[config.mk]
export PLATFORM = sky130hd
export DESIGN_NAME = reset_and_power_state_pins
export DESIGN_NICKNAME = d
export VERILOG_FILES = /design/src/reset_and_power_state_pins.v
export VERILOG_INCLUDE_DIRS = /design/src
export SDC_FILE = /design/constraint.sdc
export NUM_CORES = 1
export LEC_CHECK = 0
export BUFFER_PORTS_ARGS = -buffer_cell sky130_fd_sc_hd__buf_2
export CAP_MARGIN = 20
export CORE_MARGIN = 4
export CORE_UTILIZATION = 30
export CTS_BUF_LIST = sky130_fd_sc_hd__clkbuf_8 sky130_fd_sc_hd__clkbuf_16
export DETAILED_ROUTE_END_ITERATION = 8
export REMOVE_ABC_BUFFERS = 1
export SLEW_MARGIN = 10
export SYNTH_ARGS = -nofsm -noshare
export SYNTH_HDL_FRONTEND = slang
export SYNTH_SLANG_ARGS = --single-unit
[constraint.sdc]
create_clock -name core_clk -period 2.9 [get_ports core_clk]
set_clock_uncertainty 0.15 [all_clocks]
set_input_delay 0.58 -clock core_clk [delete_from_list [all_inputs] [get_ports core_clk]]
set_output_delay 0.58 -clock core_clk [all_outputs]
set_load 0.01 [all_outputs]
[src/rst_pwr_defines.vh]
// constants for the reset and power state pin block
// assumes core_clk at 40 MHz; times in microseconds unless named otherwise
`ifndef RST_PWR_DEFINES_VH
`define RST_PWR_DEFINES_VH

// core clock in kHz
`define CORE_CLK_KHZ 40000
// reset output hold after power-good and clock start, in microseconds
`define RST_HOLD_US 5600
// hold count in core clocks: 5600 us * 40 cycles/us
`define RST_HOLD_CYCLES ((`RST_HOLD_US * `CORE_CLK_KHZ) / 1000)
// hold counter width, enough for 224000
`define RST_CNT_W 18
// reference clock divider: 40 MHz / 6 MHz is not whole, nearest half period
`define OSC_HALF_DIV 3
`define OSC_DIV_W 2

// sequencer states
`define ST_POR 2'h0
`define ST_HOLD 2'h1
`define ST_RUN 2'h2

`endif

[src/reset_and_power_state_pins.v]
// reset generator, power-enable and oscillator output, config-memory pin
// release for a dual channel usb serial device.
// assumes power_good comes from a supply comparator and osc_stable from the
// oscillator cell; usb_configured and usb_suspend come from usb core logic.
// the cfgmem pad enables are active high: high while this block drives.
// usb_bus_reset is wired in but deliberately reaches no output.
//
// Operation
// - after supply is good and clock runs, reset_out_n holds low 5.6 ms.
// - while ext_reset_n is low, reset_out_n is driven low.
// - a usb bus reset never affects reset_out_n.
// - power_enable_n goes low only once the usb host has configured us.
// - during usb suspend power_enable_n is driven high.
// - the reference clock is a 6 MHz crystal or external clock.
// - osc_out stops toggling during usb suspend.
// - cfgmem_select is high impedance while the device is in reset.
// - cfgmem_clock is undriven in reset and driven at all other times.
// - cfgmem_data_io is tri-stated during reset.

`include "rst_pwr_defines.vh"

module reset_and_power_state_pins #(
   parameter HOLD_CYCLES = `RST_HOLD_CYCLES
) (
   input wire core_clk,
   input wire nrst,
   input wire power_good,
   input wire osc_stable,
   input wire ext_reset_n,
   input wire usb_bus_reset,
   input wire usb_configured,
   input wire usb_suspend,
   input wire cfgmem_select_int,
   input wire cfgmem_clock_int,
   input wire cfgmem_data_int,
   input wire cfgmem_data_oe_int,
   input wire cfgmem_data_io_i,
   output reg reset_out_n,
   output reg device_reset_n,
   output reg power_enable_n,
   output reg osc_out,
   output reg cfgmem_select_o,
   output reg cfgmem_select_oe,
   output reg cfgmem_clock_o,
   output reg cfgmem_clock_oe,
   output reg cfgmem_data_io_o,
   output reg cfgmem_data_io_oe,
   output reg cfgmem_data_in
);

   // pin synchronisers: three stages, change accepted when 2nd and 3rd agree
   localparam N_SYNC = 4;
   // ext_reset_n and the pulled-up data pin idle high, supply flags low
   localparam [N_SYNC-1:0] SYNC_IDLE = 4'hc;
   wire [N_SYNC-1:0] pin_raw;
   wire [N_SYNC-1:0] pin_flt;
   wire pg_q;
   wire os_q;
   wire er_q;
   wire di_q;

   assign pin_raw = {cfgmem_data_io_i, ext_reset_n, osc_stable, power_good};
   assign pg_q = pin_flt[0];
   assign os_q = pin_flt[1];
   assign er_q = pin_flt[2];
   assign di_q = pin_flt[3];

   genvar gi;
   generate
      for (gi = 0; gi < N_SYNC; gi = gi + 1) begin : g_sync
         reg [2:0] stg_q;
         reg flt_q;
         always @(posedge core_clk or negedge nrst) begin
            if (!nrst) begin
               stg_q <= {3{SYNC_IDLE[gi]}};
               flt_q <= SYNC_IDLE[gi];
            end else begin
               stg_q <= {stg_q[1:0], pin_raw[gi]};
               // a single-cycle glitch never reaches the filtered level
               if (stg_q[1] == stg_q[2])
                  flt_q <= stg_q[2];
            end
         end
         assign pin_flt[gi] = flt_q;
      end
   endgenerate

   // hold sequencer
   reg [1:0] state_q;
   reg [1:0] state_d;
   reg [`RST_CNT_W-1:0] cnt_q;
   reg [`RST_CNT_W-1:0] cnt_d;
   wire supply_ok;
   wire hold_done;

   // last count of the hold, cut to the counter width on purpose
   localparam [31:0] HOLD_LAST = HOLD_CYCLES - 1;

   assign supply_ok = pg_q & os_q;
   // counter stays on the last count until the supply drops again
   assign hold_done = (cnt_q == HOLD_LAST[`RST_CNT_W-1:0]);

   // usb_bus_reset deliberately takes no part in the sequence
   always @* begin
      state_d = state_q;
      cnt_d = cnt_q;
      case (state_q)
         `ST_POR: begin
            cnt_d = {`RST_CNT_W{1'b0}};
            if (supply_ok)
               state_d = `ST_HOLD;
         end
         `ST_HOLD: begin
            if (!supply_ok) begin
               state_d = `ST_POR;
            end else if (hold_done) begin
               state_d = `ST_RUN;
            end else begin
               cnt_d = cnt_q + 1'b1;
            end
         end
         `ST_RUN: begin
            if (!supply_ok)
               state_d = `ST_POR;
         end
         default: begin
            state_d = `ST_POR;
         end
      endcase
   end

   always @(posedge core_clk or negedge nrst) begin
      if (!nrst) begin
         state_q <= `ST_POR;
         cnt_q <= {`RST_CNT_W{1'b0}};
      end else begin
         state_q <= state_d;
         cnt_q <= cnt_d;
      end
   end

   // next state, not current, so the pins follow on the same edge;
   // ext reset also releases the memory pins, as a device reset does
   wire in_reset;
   wire pwr_off;
   assign in_reset = (state_d != `ST_RUN) | ~er_q;
   assign pwr_off = in_reset | ~usb_configured | usb_suspend;

   // reference clock output divider
   localparam [31:0] OSC_LAST = `OSC_HALF_DIV - 1;
   reg [`OSC_DIV_W-1:0] div_q;
   wire osc_tick;
   assign osc_tick = (div_q == OSC_LAST[`OSC_DIV_W-1:0]);

   // reset pins: usb_bus_reset has no path here
   always @(posedge core_clk or negedge nrst) begin
      if (!nrst) begin
         reset_out_n <= 1'b0;
         device_reset_n <= 1'b0;
      end else begin
         reset_out_n <= ~in_reset;
         device_reset_n <= ~in_reset;
      end
   end

   // power enable: low only when configured, awake and out of reset
   always @(posedge core_clk or negedge nrst) begin
      if (!nrst) begin
         power_enable_n <= 1'b1;
      end else begin
         power_enable_n <= pwr_off;
      end
   end

   // stand-in for the 6 MHz cell, held still in suspend
   always @(posedge core_clk or negedge nrst) begin
      if (!nrst) begin
         div_q <= {`OSC_DIV_W{1'b0}};
         osc_out <= 1'b0;
      end else if (usb_suspend) begin
         div_q <= {`OSC_DIV_W{1'b0}};
      end else if (osc_tick) begin
         div_q <= {`OSC_DIV_W{1'b0}};
         osc_out <= ~osc_out;
      end else begin
         div_q <= div_q + 1'b1;
      end
   end

   // config-memory pins: released in reset, memory logic owns them after
   always @(posedge core_clk or negedge nrst) begin
      if (!nrst) begin
         cfgmem_select_o <= 1'b0;
         cfgmem_select_oe <= 1'b0;
         cfgmem_clock_o <= 1'b0;
         cfgmem_clock_oe <= 1'b0;
         cfgmem_data_io_o <= 1'b0;
         cfgmem_data_io_oe <= 1'b0;
      end else begin
         cfgmem_select_o <= cfgmem_select_int;
         cfgmem_select_oe <= ~in_reset;
         cfgmem_clock_o <= cfgmem_clock_int;
         cfgmem_clock_oe <= ~in_reset;
         cfgmem_data_io_o <= cfgmem_data_int;
         cfgmem_data_io_oe <= ~in_reset & cfgmem_data_oe_int;
      end
   end

   // data pin level through the synchroniser; pull-up level in reset
   always @(posedge core_clk or negedge nrst) begin
      if (!nrst) begin
         cfgmem_data_in <= 1'b1;
      end else begin
         cfgmem_data_in <= di_q;
      end
   end

endmodule

==> reports/metrics.csv, run 1 <==
stage;metric;value;unit
min_path;min_path_type;input pin to asynchronous set/reset pin;
setup_path;crit_slowest_cell;or4_1;
power_and_ir_drop;p_sw;0.298;mW
placed_design;dp_hpwl;2.75;mm
power_and_ir_drop;clkPwrFrac;37.8;%
cts;ctsRootBufferMaster;clkbuf_8;
cts;cts_buffer_depth;2;
floorplan;fp-row-count;29;
timing;rsz0062_at_grt;false;
job;drv_cap;0;
setup_path;timing.critical_path.depth;4;
layout;antenna_cells;0;
synth;synth_top_area_share;44.0;%
synth;synth_commonest_cells;dfrtp_1 (36), nand2_1 (24), dfstp_2 (10), mux2i_1 (9), or2_2 (9);
synth;ys_types;45;
floorplan;core_area;6490;µm²
synth;ys_seq_area_share;56.8;%
cts;cts_made_buffers;5;
power_and_ir_drop;intPower;0.975;mW
synth;synth_area;2050;µm²
cts;h-tree-depth;2;
timing;finalCriticalPeriod;2.07;ns
synth;async_flop_share;100;%
cts;cts_setup_buffers;0;
setup_path;cp_max_fo;7;
synth;yosys.area.top_type;dfrtp_1;
floorplan;die_w;90.7;µm
synth;ys_ff_latch;46;
cts;insertion_delay;0.30;ns
power_and_ir_drop;power.density;546;nW/µm²
power_and_ir_drop;leakage;0.940;nW
setup_path;worst-path-buf-inv;0;
timing;drv_slew;0;
layout;final_nets;217;
drt;vias;1395;
setup_path;critPathMaxStageDelay;0.50;ns
drt;drtPass1Iterations;4;
placed_design;place.gp.congestion;0.820;
global_route;grt_max_degree;25;
drt;final_antenna_net_count;0;
setup_path;crit_type;register to register;
global_route;grt_pass1_vias;1328;
global_route;antenna_found_initial;0;
drt;drtIter0Drc;111;
timing;finalSetupTns;0;ns
power_and_ir_drop;p_comb_share;7.5;%
drt;drc;0;
timing;setup_violations;0;
global_route;grt_util_all_layers;10.3;%
power_and_ir_drop;sequentialPowerShare;54.7;%
layout;area_delta_synth_final;13.8;%
floorplan;die_area;8220;µm²
timing;period_share;71.4;%
floorplan;dieHeight;90.7;µm
setup_path;crit_family;simple AND/OR/NAND/NOR gates;
cts;clock_sinks;46;
synth;synth_flop_cell;dfrtp_1;
layout;layout-drive-gt1-share;29.9;%
timing;worst_slew_pin_slew;0.511;ns
cts;cts_tree;built;
synth;synthCells;178;
setup_path;crit_path_start_kind;register;
run_status;status;complete, no violations;
synth;ys_top_cells_by_area;dfrtp_1 (44%), dfstp_2 (13%), mux2i_1 (4.4%), nand2_1 (4.4%), or2_2 (2.7%);
synth;synth_most_common_cell;dfrtp_1;
synth;ys.warnings.count;0;
global_route;grt_pass1_wl;6.82;mm
placed_design;port-buffer-count;22;
floorplan;start_util;31.6;%
drt;wl;3.84;mm
timing;max-slew-margin-rel;65.8;%
synth;syn_avg_cell_area;11.5;µm²
global_route;grt_overflow_total;0;
power_and_ir_drop;switching_share;23.4;%
floorplan;io_pins;24;
setup_path;arrival;2.14;ns
setup_path;r2r_cells;4;
cts;holdBufCountCts;0;
timing;hold_viol_final;0;
synth;synth_edf_count;0;
setup_path;path_cells;nand2b_1, nor4_4, a31oi_2, or4_1;
setup_path;required;2.97;ns
setup_path;crit_path_end_kind;register;
cts;post_cts_resized;0;
cts;clk_pin_slew;0.09;ns
power_and_ir_drop;ir_drop;187;µV
drt;wl_per_cell;13.7;µm
power_and_ir_drop;totalPowerFinal;1.27;mW
timing;max_freq;483;MHz
drt;vias_per_cell;4.96;
## layout make-up
class                           instances  area [µm²]
Timing Repair Buffer                   25         133
Sequential cell                        46        1160
Inverter                                5        18.8
Clock inverter                          3        43.8
Clock buffer                            5        68.8
Multi-Input combinational cell        120         808
Fill cell                             629        4160
Tap cell                               77        96.3
## cell usage in the layout (no fill, tap or decap), types with 3 or more instances in the layout
cell type,n
mux2i_1,9
nor2_1,6
or2_2,9
clkbuf_8,5
maj3_1,4
nor3_1,5
nand3_1,4
or4_1,7
dfrtp_1,36
a21oi_1,8
nand2_1,24
inv_1,4
dfstp_2,10
o31ai_1,5
o211ai_1,3
buf_2,22
buf_4,3
nand4_1,4
nor4_1,4
## final timing paths
kind	start	to	slack [ns]
min	nrst	cfgmem_select_o	0.09
max in group asynchronous	nrst	g_sync[2].stg_q[1]	1.76
min in group core_clk	g_sync[0].stg_q[0]	g_sync[0].stg_q[1]	0.20
min reg2reg	g_sync[0].stg_q[0]	g_sync[0].stg_q[1]	0.20
max	cnt_q[12]	power_enable_n	0.83
max reg2reg	cnt_q[12]	power_enable_n	0.83
## power groups by stage
| stage | clock [mW] | sequential [mW] | combinational [mW] |
|---|---|---|---|
| floorplan | 0 | 0.710 | 0.0468 |
| CTS | 0.499 | 0.697 | 0.0981 |
| global placement | 0 | 0.707 | 0.0963 |
| finish | 0.481 | 0.696 | 0.0959 |
| detailed placement | 0 | 0.708 | 0.0987 |
| global route | 0.527 | 0.702 | 0.109 |
## routing by layer
layer	share of wire, %	track usage, %
met3	3.6	2.83
met2	46	14.9
met1	49	14.7
met5	0	0
met4	1.5	3.83
## cells by family (layout without fill, tap and decap cells)
logic type      Yosys count  in the layout  share of synthesized area [%]
compound gates           25             25                           9.04
xor+xnor                  1              1                          0.427
simple gates             80             80                           23.0
mux                       9              9                           4.40
buf+inv                  12             38                           3.78
flops                    46             46                           56.8
fa+ha+maj                 5              5                           2.56
## state kept, by name, summed over array words and instances (netlist names)
register           count
cfgmem_clock_o         1
cfgmem_clock_oe        1
cfgmem_data_in         1
cfgmem_data_io_o       1
cfgmem_data_io_oe      1
cfgmem_select_o        1
cnt_q                 18
di_q                   1
div_q                  2
er_q                   1
g_sync.flt_q           2
g_sync.stg_q          12
osc_out                1
power_enable_n         1
state_q                2
## worst register-to-register path: stages, from the launching register on
cell	delay (ns)
dfrtp_1	0.45
nand2b_1	0.22
nor4_4	0.47
a31oi_2	0.20
or4_1	0.50
## through the flow
stage	util [%]	cells	hold slack, ns	setup WS (ns)	instance area (µm²)
6_report	35.9	281	0.0900	0.831	2330
5_1_grt	35.9	281	0.118	0.731	2330
4_1_cts	35.9	281	0.101	0.828	2330
3_5_place_dp	34.2	273	0.185	0.839	2220
3_3_place_gp	34.2	273	0.183	0.876	2220
2_1_floorplan	-	171	0.134	0.895	1990
Power figures use the tool's default switching activity.
==> inputs of run 2 (changes only) <==
Settings changed: ABC_AREA set to 1.
Clock period 2.9 ns to 1.9 ns, I/O delays scaled along.
==> reports/metrics.csv, run 2 <==
stage;metric;value;unit;change
run_status;status;complete, no violations;;
setup_path;crit_slowest_cell;dfrtp_1;;
floorplan;die_area;8500;µm²;+3.4%
setup_path;rr_endpoint;cnt_q[10];;
cts;holdBufCountCts;1;;+1
synth;syn_avg_cell_area;9.12;µm²;-21%
cts;cts_setup_buffers;0;;unchanged
synth;async_flop_share;100;%;unchanged
timing;period_share;91.0;%;+20 points
placed_design;dpl_cell_area;2340;µm²;+5.6%
synth;ys_types;29;;-36%
setup_path;worst_setup_path_endpoint;cnt_q[10];;
synth;synth_commonest_cells;nand2_1 (60), dfrtp_1 (36), nand3_1 (22), inv_1 (21), nor2_1 (19);;
synth;synth_top_area_share;42.4;%;-1.6 points
global_route;grt_util_all_layers;10.5;%;+0.12 points
power_and_ir_drop;p_sw;0.481;mW;+61%
power_and_ir_drop;intPower;1.36;mW;+39%
timing;hold-worst-slack;0.0186;ns;-0.0714 ns
setup_path;r2r_cells;9;;+5
power_and_ir_drop;ir_drop;580;µV;+210%
drt;wl_per_cell;11.0;µm;-20%
floorplan;die_w;92.2;µm;+1.7%
synth;synth_edf_count;0;;unchanged
power_and_ir_drop;p_comb_share;8.8;%;+1.3 points
synth;synthMuxAreaShare;0;%;-4.4 points
setup_path;arrival;1.75;ns;-0.39 ns
layout;antenna_cells;0;;unchanged
drt;drtPass1Iterations;4;;unchanged
cts;insertion_delay;0.30;ns;about the same
timing;rsz0062_at_grt;false;;
setup_path;required;1.93;ns;-1.04 ns
layout;reg_top3;cnt_q (18), g_sync.stg_q (12);;
synth;yosys.area.top_type;dfrtp_1;;
setup_path;critPathMaxStageDelay;0.42;ns;-0.08 ns
global_route;grt_pass1_wl;7.27;mm;+6.7%
drt;met3WireLength;228;µm;+63%
setup_path;cp-startpoint;cnt_q[1];;
floorplan;io_pins;24;;unchanged
timing;setup_violations;0;;unchanged
drt;vias_per_cell;4.43;;-11%
setup_path;path_cells;ha_1, nand2_2, nor2_4, nand2_2, nor2_2, nor2_4, inv_6, nand2_1, o21ai_0;;
drt;drtIter0Drc;102;;-8.1%
synth;synthAdderAreaFrac;2.47;%;-0.092 points
floorplan;dieHeight;92.2;µm;+1.7%
cts;cts_buffer_depth;2;;unchanged
synth;synth_compound_area_share;6.36;%;-2.7 points
setup_path;crit_path_start_kind;register;;
layout;layout-drive-gt1-share;24.6;%;-5.3 points
timing;finalSetupTns;0;ns;unchanged
drt;highest_layer;met4;;
synth;synth_flop_cell;dfrtp_1;;
timing;worst_slew_pin_slew;0.464;ns;-0.0469 ns
power_and_ir_drop;switching_share;26.2;%;+2.8 points
cts;h-tree-depth;2;;unchanged
cts;post_cts_resized;0;;unchanged
cts;clock_sinks;46;;unchanged
drt;wl_met1;1.91;mm;+2.4%
synth;synth-xor-area-share;1.24;%;+0.81 points
min_path;min-delay-start;ext_reset_n;;
floorplan;fp-row-count;30;;+3.4%
layout;layout_common_cells;nand2_1 (60), dfrtp_1 (36), nand3_1 (22), buf_2 (22), inv_1 (21);;
layout;layout_commonest_cell;nand2_1;;
placed_design;port-buffer-count;22;;unchanged
global_route;antenna_found_initial;0;;unchanged
setup_path;crit_family;simple AND/OR/NAND/NOR gates;;
synth;ys_ff_latch;46;;unchanged
job;drv_cap;0;;unchanged
setup_path;ff2ff_setup_slack;0.17;ns;-0.66 ns
power_and_ir_drop;power.density;752;nW/µm²;+38%
timing;hold_viol_final;0;;unchanged
layout;largest_reg_flops;18;;unchanged
layout;nFillCells;741;;+18%
layout;final_nets;277;;+28%
global_route;grt_overflow_total;0;;unchanged
setup_path;worst-path-buf-inv;1;;+1
synth;synth_top_family_by_area;simple AND/OR/NAND/NOR gates;;
synth;synth_area;2130;µm²;+3.7%
setup_path;r2r_start;cnt_q[1];;
cts;cts_tree;built;;
global_route;grt_pass1_vias;1608;;+21%
synth;ys_top_cells_by_area;dfrtp_1 (42%), dfstp_2 (12%), nand2_1 (11%), nand3_1 (5.2%), inv_1 (3.7%);;
power_and_ir_drop;sequentialPowerShare;57.9;%;+3.2 points
timing;finalCriticalPeriod;1.73;ns;-0.341 ns
power_and_ir_drop;clkPwrFrac;33.3;%;-4.5 points
timing;max-slew-margin-rel;69.1;%;+3.3 points
timing;drv_slew;0;;unchanged
setup_path;crit_path_end_kind;register;;
floorplan;start_util;31.1;%;-0.44 points
drt;wl;3.95;mm;+3.0%
synth;ys.warnings.count;0;;unchanged
timing;fin_ws;0.172;ns;-0.659 ns
placed_design;pre_cts_slack;0.173;ns;-0.667 ns
timing;max_freq;579;MHz;+20%
cts;cts_made_buffers;5;;unchanged
drt;vias;1596;;+14%
cts;clk_pin_slew;0.09;ns;about the same
layout;final_cells;360;;+28%
synth;yosys.area_share.simple;28.4;%;+5.4 points
setup_path;cp_max_fo;27;;+20
synth;synthCells;233;;+31%
synth;synth_most_common_cell;nand2_1;;
layout;area_delta_synth_final;14.9;%;
layout;regMostFlops;cnt_q;;
global_route;grt_max_degree;28;;+12%
floorplan;core_area;6830;µm²;+5.2%
placed_design;place.gp.congestion;0.791;;-3.5%
power_and_ir_drop;leakage;1.08;nW;+15%
setup_path;crit_type;register to register;;
layout;final_area;2440;µm²;+4.8%
min_path;min_path_type;input pin to register;;
synth;ys_seq_area_share;54.7;%;-2.0 points
drt;met2_length;1.78;mm;+0.45%
cts;ctsRootBufferMaster;clkbuf_8;;
placed_design;dp_cells;351;;+29%
placed_design;dp_hpwl;2.87;mm;+4.5%
drt;final_antenna_net_count;0;;unchanged
drt;drc;0;;unchanged
setup_path;timing.critical_path.depth;9;;+5
## run 2: layer usage
metal | up-vias | GRT usage (%)
li1 | 805 | -
met1 | 745 | 13.9
met2 | 42 | 16.9
met3 | 4 | 3.12
met4 | 0 | 2.23
met5 | - | 0
## run 2: cells by family after synthesis
| kind of cell | count (synthesis) |
|---|---|
| flip-flops | 46 |
| AND/OR/NAND/NOR | 130 |
| adder cells (fa/ha/maj) | 5 |
| XOR/XNOR | 3 |
| buffers and inverters | 28 |
| AO/OA/AOI/OAI | 21 |
## run 2: worst register-to-register path: stages, from the launching register on
cell and delay [ns]:
dfrtp_1 0.42, ha_1 0.21, nand2_2 0.10, nor2_4 0.04, nand2_2 0.11, nor2_2 0.06, nor2_4 0.21, inv_6 0.14
nand2_1 0.08, o21ai_0 0.08
## run 2: worst min path at each step
stage,endpoint,cells past startpoint
final,g_sync[2].stg_q[0],1
after detailed placement,g_sync[1].stg_q[1],0
after global placement,g_sync[0].stg_q[1],0
after floorplan,cfgmem_clock_o,0
after global routing,g_sync[2].stg_q[0],1
after CTS,g_sync[2].stg_q[0],1
## run 2: power groups by stage
stage / combinational (mW) / clock (mW) / sequential (mW)
detailed placement: 0.162 / 0 / 1.08
finish: 0.161 / 0.612 / 1.06
floorplan: 0.0697 / 0 / 1.09
global placement: 0.159 / 0 / 1.08
global route: 0.184 / 0.682 / 1.07
CTS: 0.166 / 0.643 / 1.07
## run 2: final cells by class
class	instances	area [µm²]	share of cell area [%]
Clock inverter	3	21.3	0.870
Timing Repair Buffer	29	165	6.76
Sequential cell	46	1160	47.6
Inverter	22	87.6	3.58
Tap cell	96	120	4.92
Clock buffer	5	68.8	2.82
Multi-Input combinational cell	159	817	33.4
## run 2: stage by stage
stage,util (%),power (mW)
3_5_place_dp,34.3,1.25
5_1_grt,35.8,1.94
2_1_floorplan,-,1.16
4_1_cts,35.8,1.88
3_3_place_gp,34.3,1.24
6_report,35.8,1.84
==> inputs of run 3 (changes only) <==
==> constraint.sdc (replaced) <==
create_clock -name core_clk -period 1.9 [get_ports core_clk]
set_clock_uncertainty 0.15 [all_clocks]
set_input_delay 0.095 -clock core_clk [delete_from_list [all_inputs] [get_ports core_clk]]
set_output_delay 0.095 -clock core_clk [all_outputs]
set_load 0.01 [all_outputs]
==> reports/metrics.csv, run 3 (same netlist as run 2, synthesis figures left out) <==
stage;metric;value;unit;change
run_status;status;complete, no violations;;
power_and_ir_drop;leakage;1.14;nW;+5.6%
layout;regMostFlops;cnt_q;;
cts;clk_pin_slew;0.09;ns;about the same
timing;rsz0062_at_grt;false;;
cts;ctsRootBufferMaster;clkbuf_8;;
drt;vias;1638;;+2.6%
global_route;grt_max_degree;47;;+68%
job;drv_cap;0;;unchanged
layout;multi_input_area;817;µm²;unchanged
cts;clock_sinks;46;;unchanged
layout;layout_commonest_cell;nand2_1;;
layout;largest_reg_flops;18;;unchanged
placed_design;dp_hpwl;2.71;mm;-5.7%
layout;area_delta_synth_final;21.1;%;
setup_path;crit_type;register to register;;
drt;wl_per_cell;10.8;µm;-1.3%
cts;insertion_delay;0.30;ns;about the same
setup_path;required;1.92;ns;about the same
min_path;min-delay-start;g_sync[0].stg_q[0];;
floorplan;io_pins;24;;unchanged
drt;drtPass1Iterations;4;;unchanged
setup_path;cp_max_fo;27;;unchanged
setup_path;r2r_cells;9;;unchanged
floorplan;die_w;92.2;µm;unchanged
cts;cts_buffer_depth;2;;unchanged
placed_design;dp_cells;349;;-0.57%
timing;period_share;92.8;%;+1.9 points
global_route;grt_pass1_wl;7.16;mm;-1.5%
floorplan;start_util;31.1;%;unchanged
layout;nFillCells;731;;-1.3%
global_route;grt_overflow_total;0;;unchanged
power_and_ir_drop;ir_drop;605;µV;+4.3%
layout;final_nets;288;;+4.0%
layout;layout_common_cells;nand2_1 (60), dfrtp_1 (36), nand3_1 (22), buf_2 (22), inv_1 (21);;
drt;drtIter0Drc;67;;-34%
global_route;grt_util_all_layers;10.4;%;-0.070 points
global_route;grt_pass1_vias;1621;;+0.81%
timing;max-slew-margin-rel;61.5;%;-7.6 points
cts;cts_made_buffers;5;;unchanged
setup_path;crit_path_end_kind;register;;
floorplan;die_area;8500;µm²;unchanged
power_and_ir_drop;power.density;773;nW/µm²;+2.8%
timing;finalCriticalPeriod;1.76;ns;+0.0358 ns
drt;drc;0;;unchanged
timing;finalSetupTns;0;ns;unchanged
global_route;antenna_found_initial;0;;unchanged
setup_path;arrival;1.78;ns;+0.03 ns
setup_path;r2r_start;cnt_q[1];;
setup_path;crit_path_start_kind;register;;
drt;vias_per_cell;4.42;;-0.41%
layout;reg_top3;cnt_q (18), g_sync.stg_q (12);;
floorplan;dieHeight;92.2;µm;unchanged
drt;final_antenna_net_count;0;;unchanged
placed_design;place.gp.congestion;0.775;;-2.1%
min_path;min_path_type;register to register;;
floorplan;fp-row-count;30;;unchanged
placed_design;port-buffer-count;22;;unchanged
cts;h-tree-depth;2;;unchanged
layout;regArea;1160;µm²;unchanged
timing;setup_violations;0;;unchanged
setup_path;rr_endpoint;cnt_q[10];;
cts;cts_tree;built;;
layout;antenna_cells;0;;unchanged
timing;hold_viol_final;0;;unchanged
min_path;hold_depth;0;;-1
layout;final_cells;371;;+3.1%
drt;wl;4.02;mm;+1.7%
timing;max_freq;567;MHz;-2.0%
floorplan;core_area;6830;µm²;unchanged
timing;worst_slew_pin_slew;0.578;ns;+0.114 ns
layout;layout-drive-gt1-share;24.0;%;-0.62 points
setup_path;ff2ff_setup_slack;0.14;ns;-0.04 ns
timing;drv_slew;0;;unchanged
min_path;min_to;g_sync[0].stg_q[1];;
-- run 3: cell types whose count changed in the layout (fill, tap and decap cells not counted) --
cell           before  now
clkinv_4            1    0
inv_6               1    2
bufinv_16           0    1
clkinvlp_4          1    0
dlygate4sd3_1       1   11
buf_4               6    7
-- run 3: area by class of cell --
cell class / count / share of cell area [%]
clock buffers: 5 / 2.67
clock inverters: 3 / 1.70
inverters: 22 / 3.40
well taps: 96 / 4.67
multi-input cells: 159 / 31.7
repair buffers: 40 / 10.6
flip-flops and latches: 46 / 45.2
-- run 3: worst max-delay path by stage --
stage	from	endpoint	slack (ns)
floorplan	cnt_q[0]	cnt_q[13]	0.27
global placement	cnt_q[1]	cnt_q[10]	0.15
detailed placement	cnt_q[1]	cnt_q[10]	0.12
CTS	cnt_q[1]	cnt_q[10]	0.08
global route	cnt_q[1]	cnt_q[10]	0.007
finish	cnt_q[1]	cnt_q[10]	0.14
-- run 3: timing repair --
action,in CTS,in global routing
setup endpoints to repair,0,4
resized for setup,0,0
endpoints found under the hold margin,48,0
buffers inserted,0,3
hold buffers,11,0
-- run 3: power by group --
group          internal [mW]  switching (mW)  total, mW  leakage (nW)
logic                 0.0766           0.105      0.182         0.501
registers               1.04          0.0283       1.06         0.577
clock network          0.395           0.349      0.743        0.0585
-- run 3: per-stage QoR --
| stage | setup slack (ns) | power [mW] | area, µm² | hold WS [ns] | util (%) |
|---|---|---|---|---|---|
| global placement | 0.150 | 1.24 | 2330 | 0.0510 | 34.1 |
| CTS | 0.0833 | 2.01 | 2550 | 0.210 | 37.3 |
| floorplan | 0.273 | 1.16 | 2070 | -0.351 | - |
| global route | 0.00733 | 2.09 | 2570 | 0.214 | 37.7 |
| finish | 0.136 | 1.99 | 2570 | 0.206 | 37.7 |
| detailed placement | 0.119 | 1.24 | 2330 | 0.0515 | 34.1 |
-- run 3: layer usage --
metal  global-route usage, %  share of wire (%)
met1                    13.3                 47
met2                    17.6                 48
met3                    3.36                5.3
met4                    1.11               0.47
met5                       0                  0
-- run 3: worst max-delay path, cell delays in order (launching register included) --
cell and delay (ns):
dfrtp_1 0.42, ha_1 0.21, nand2_2 0.10, nor2_4 0.04, nand2_2 0.11, nor2_2 0.07
nor2_4 0.22, inv_6 0.13, nand2_1 0.08, o21ai_0 0.08
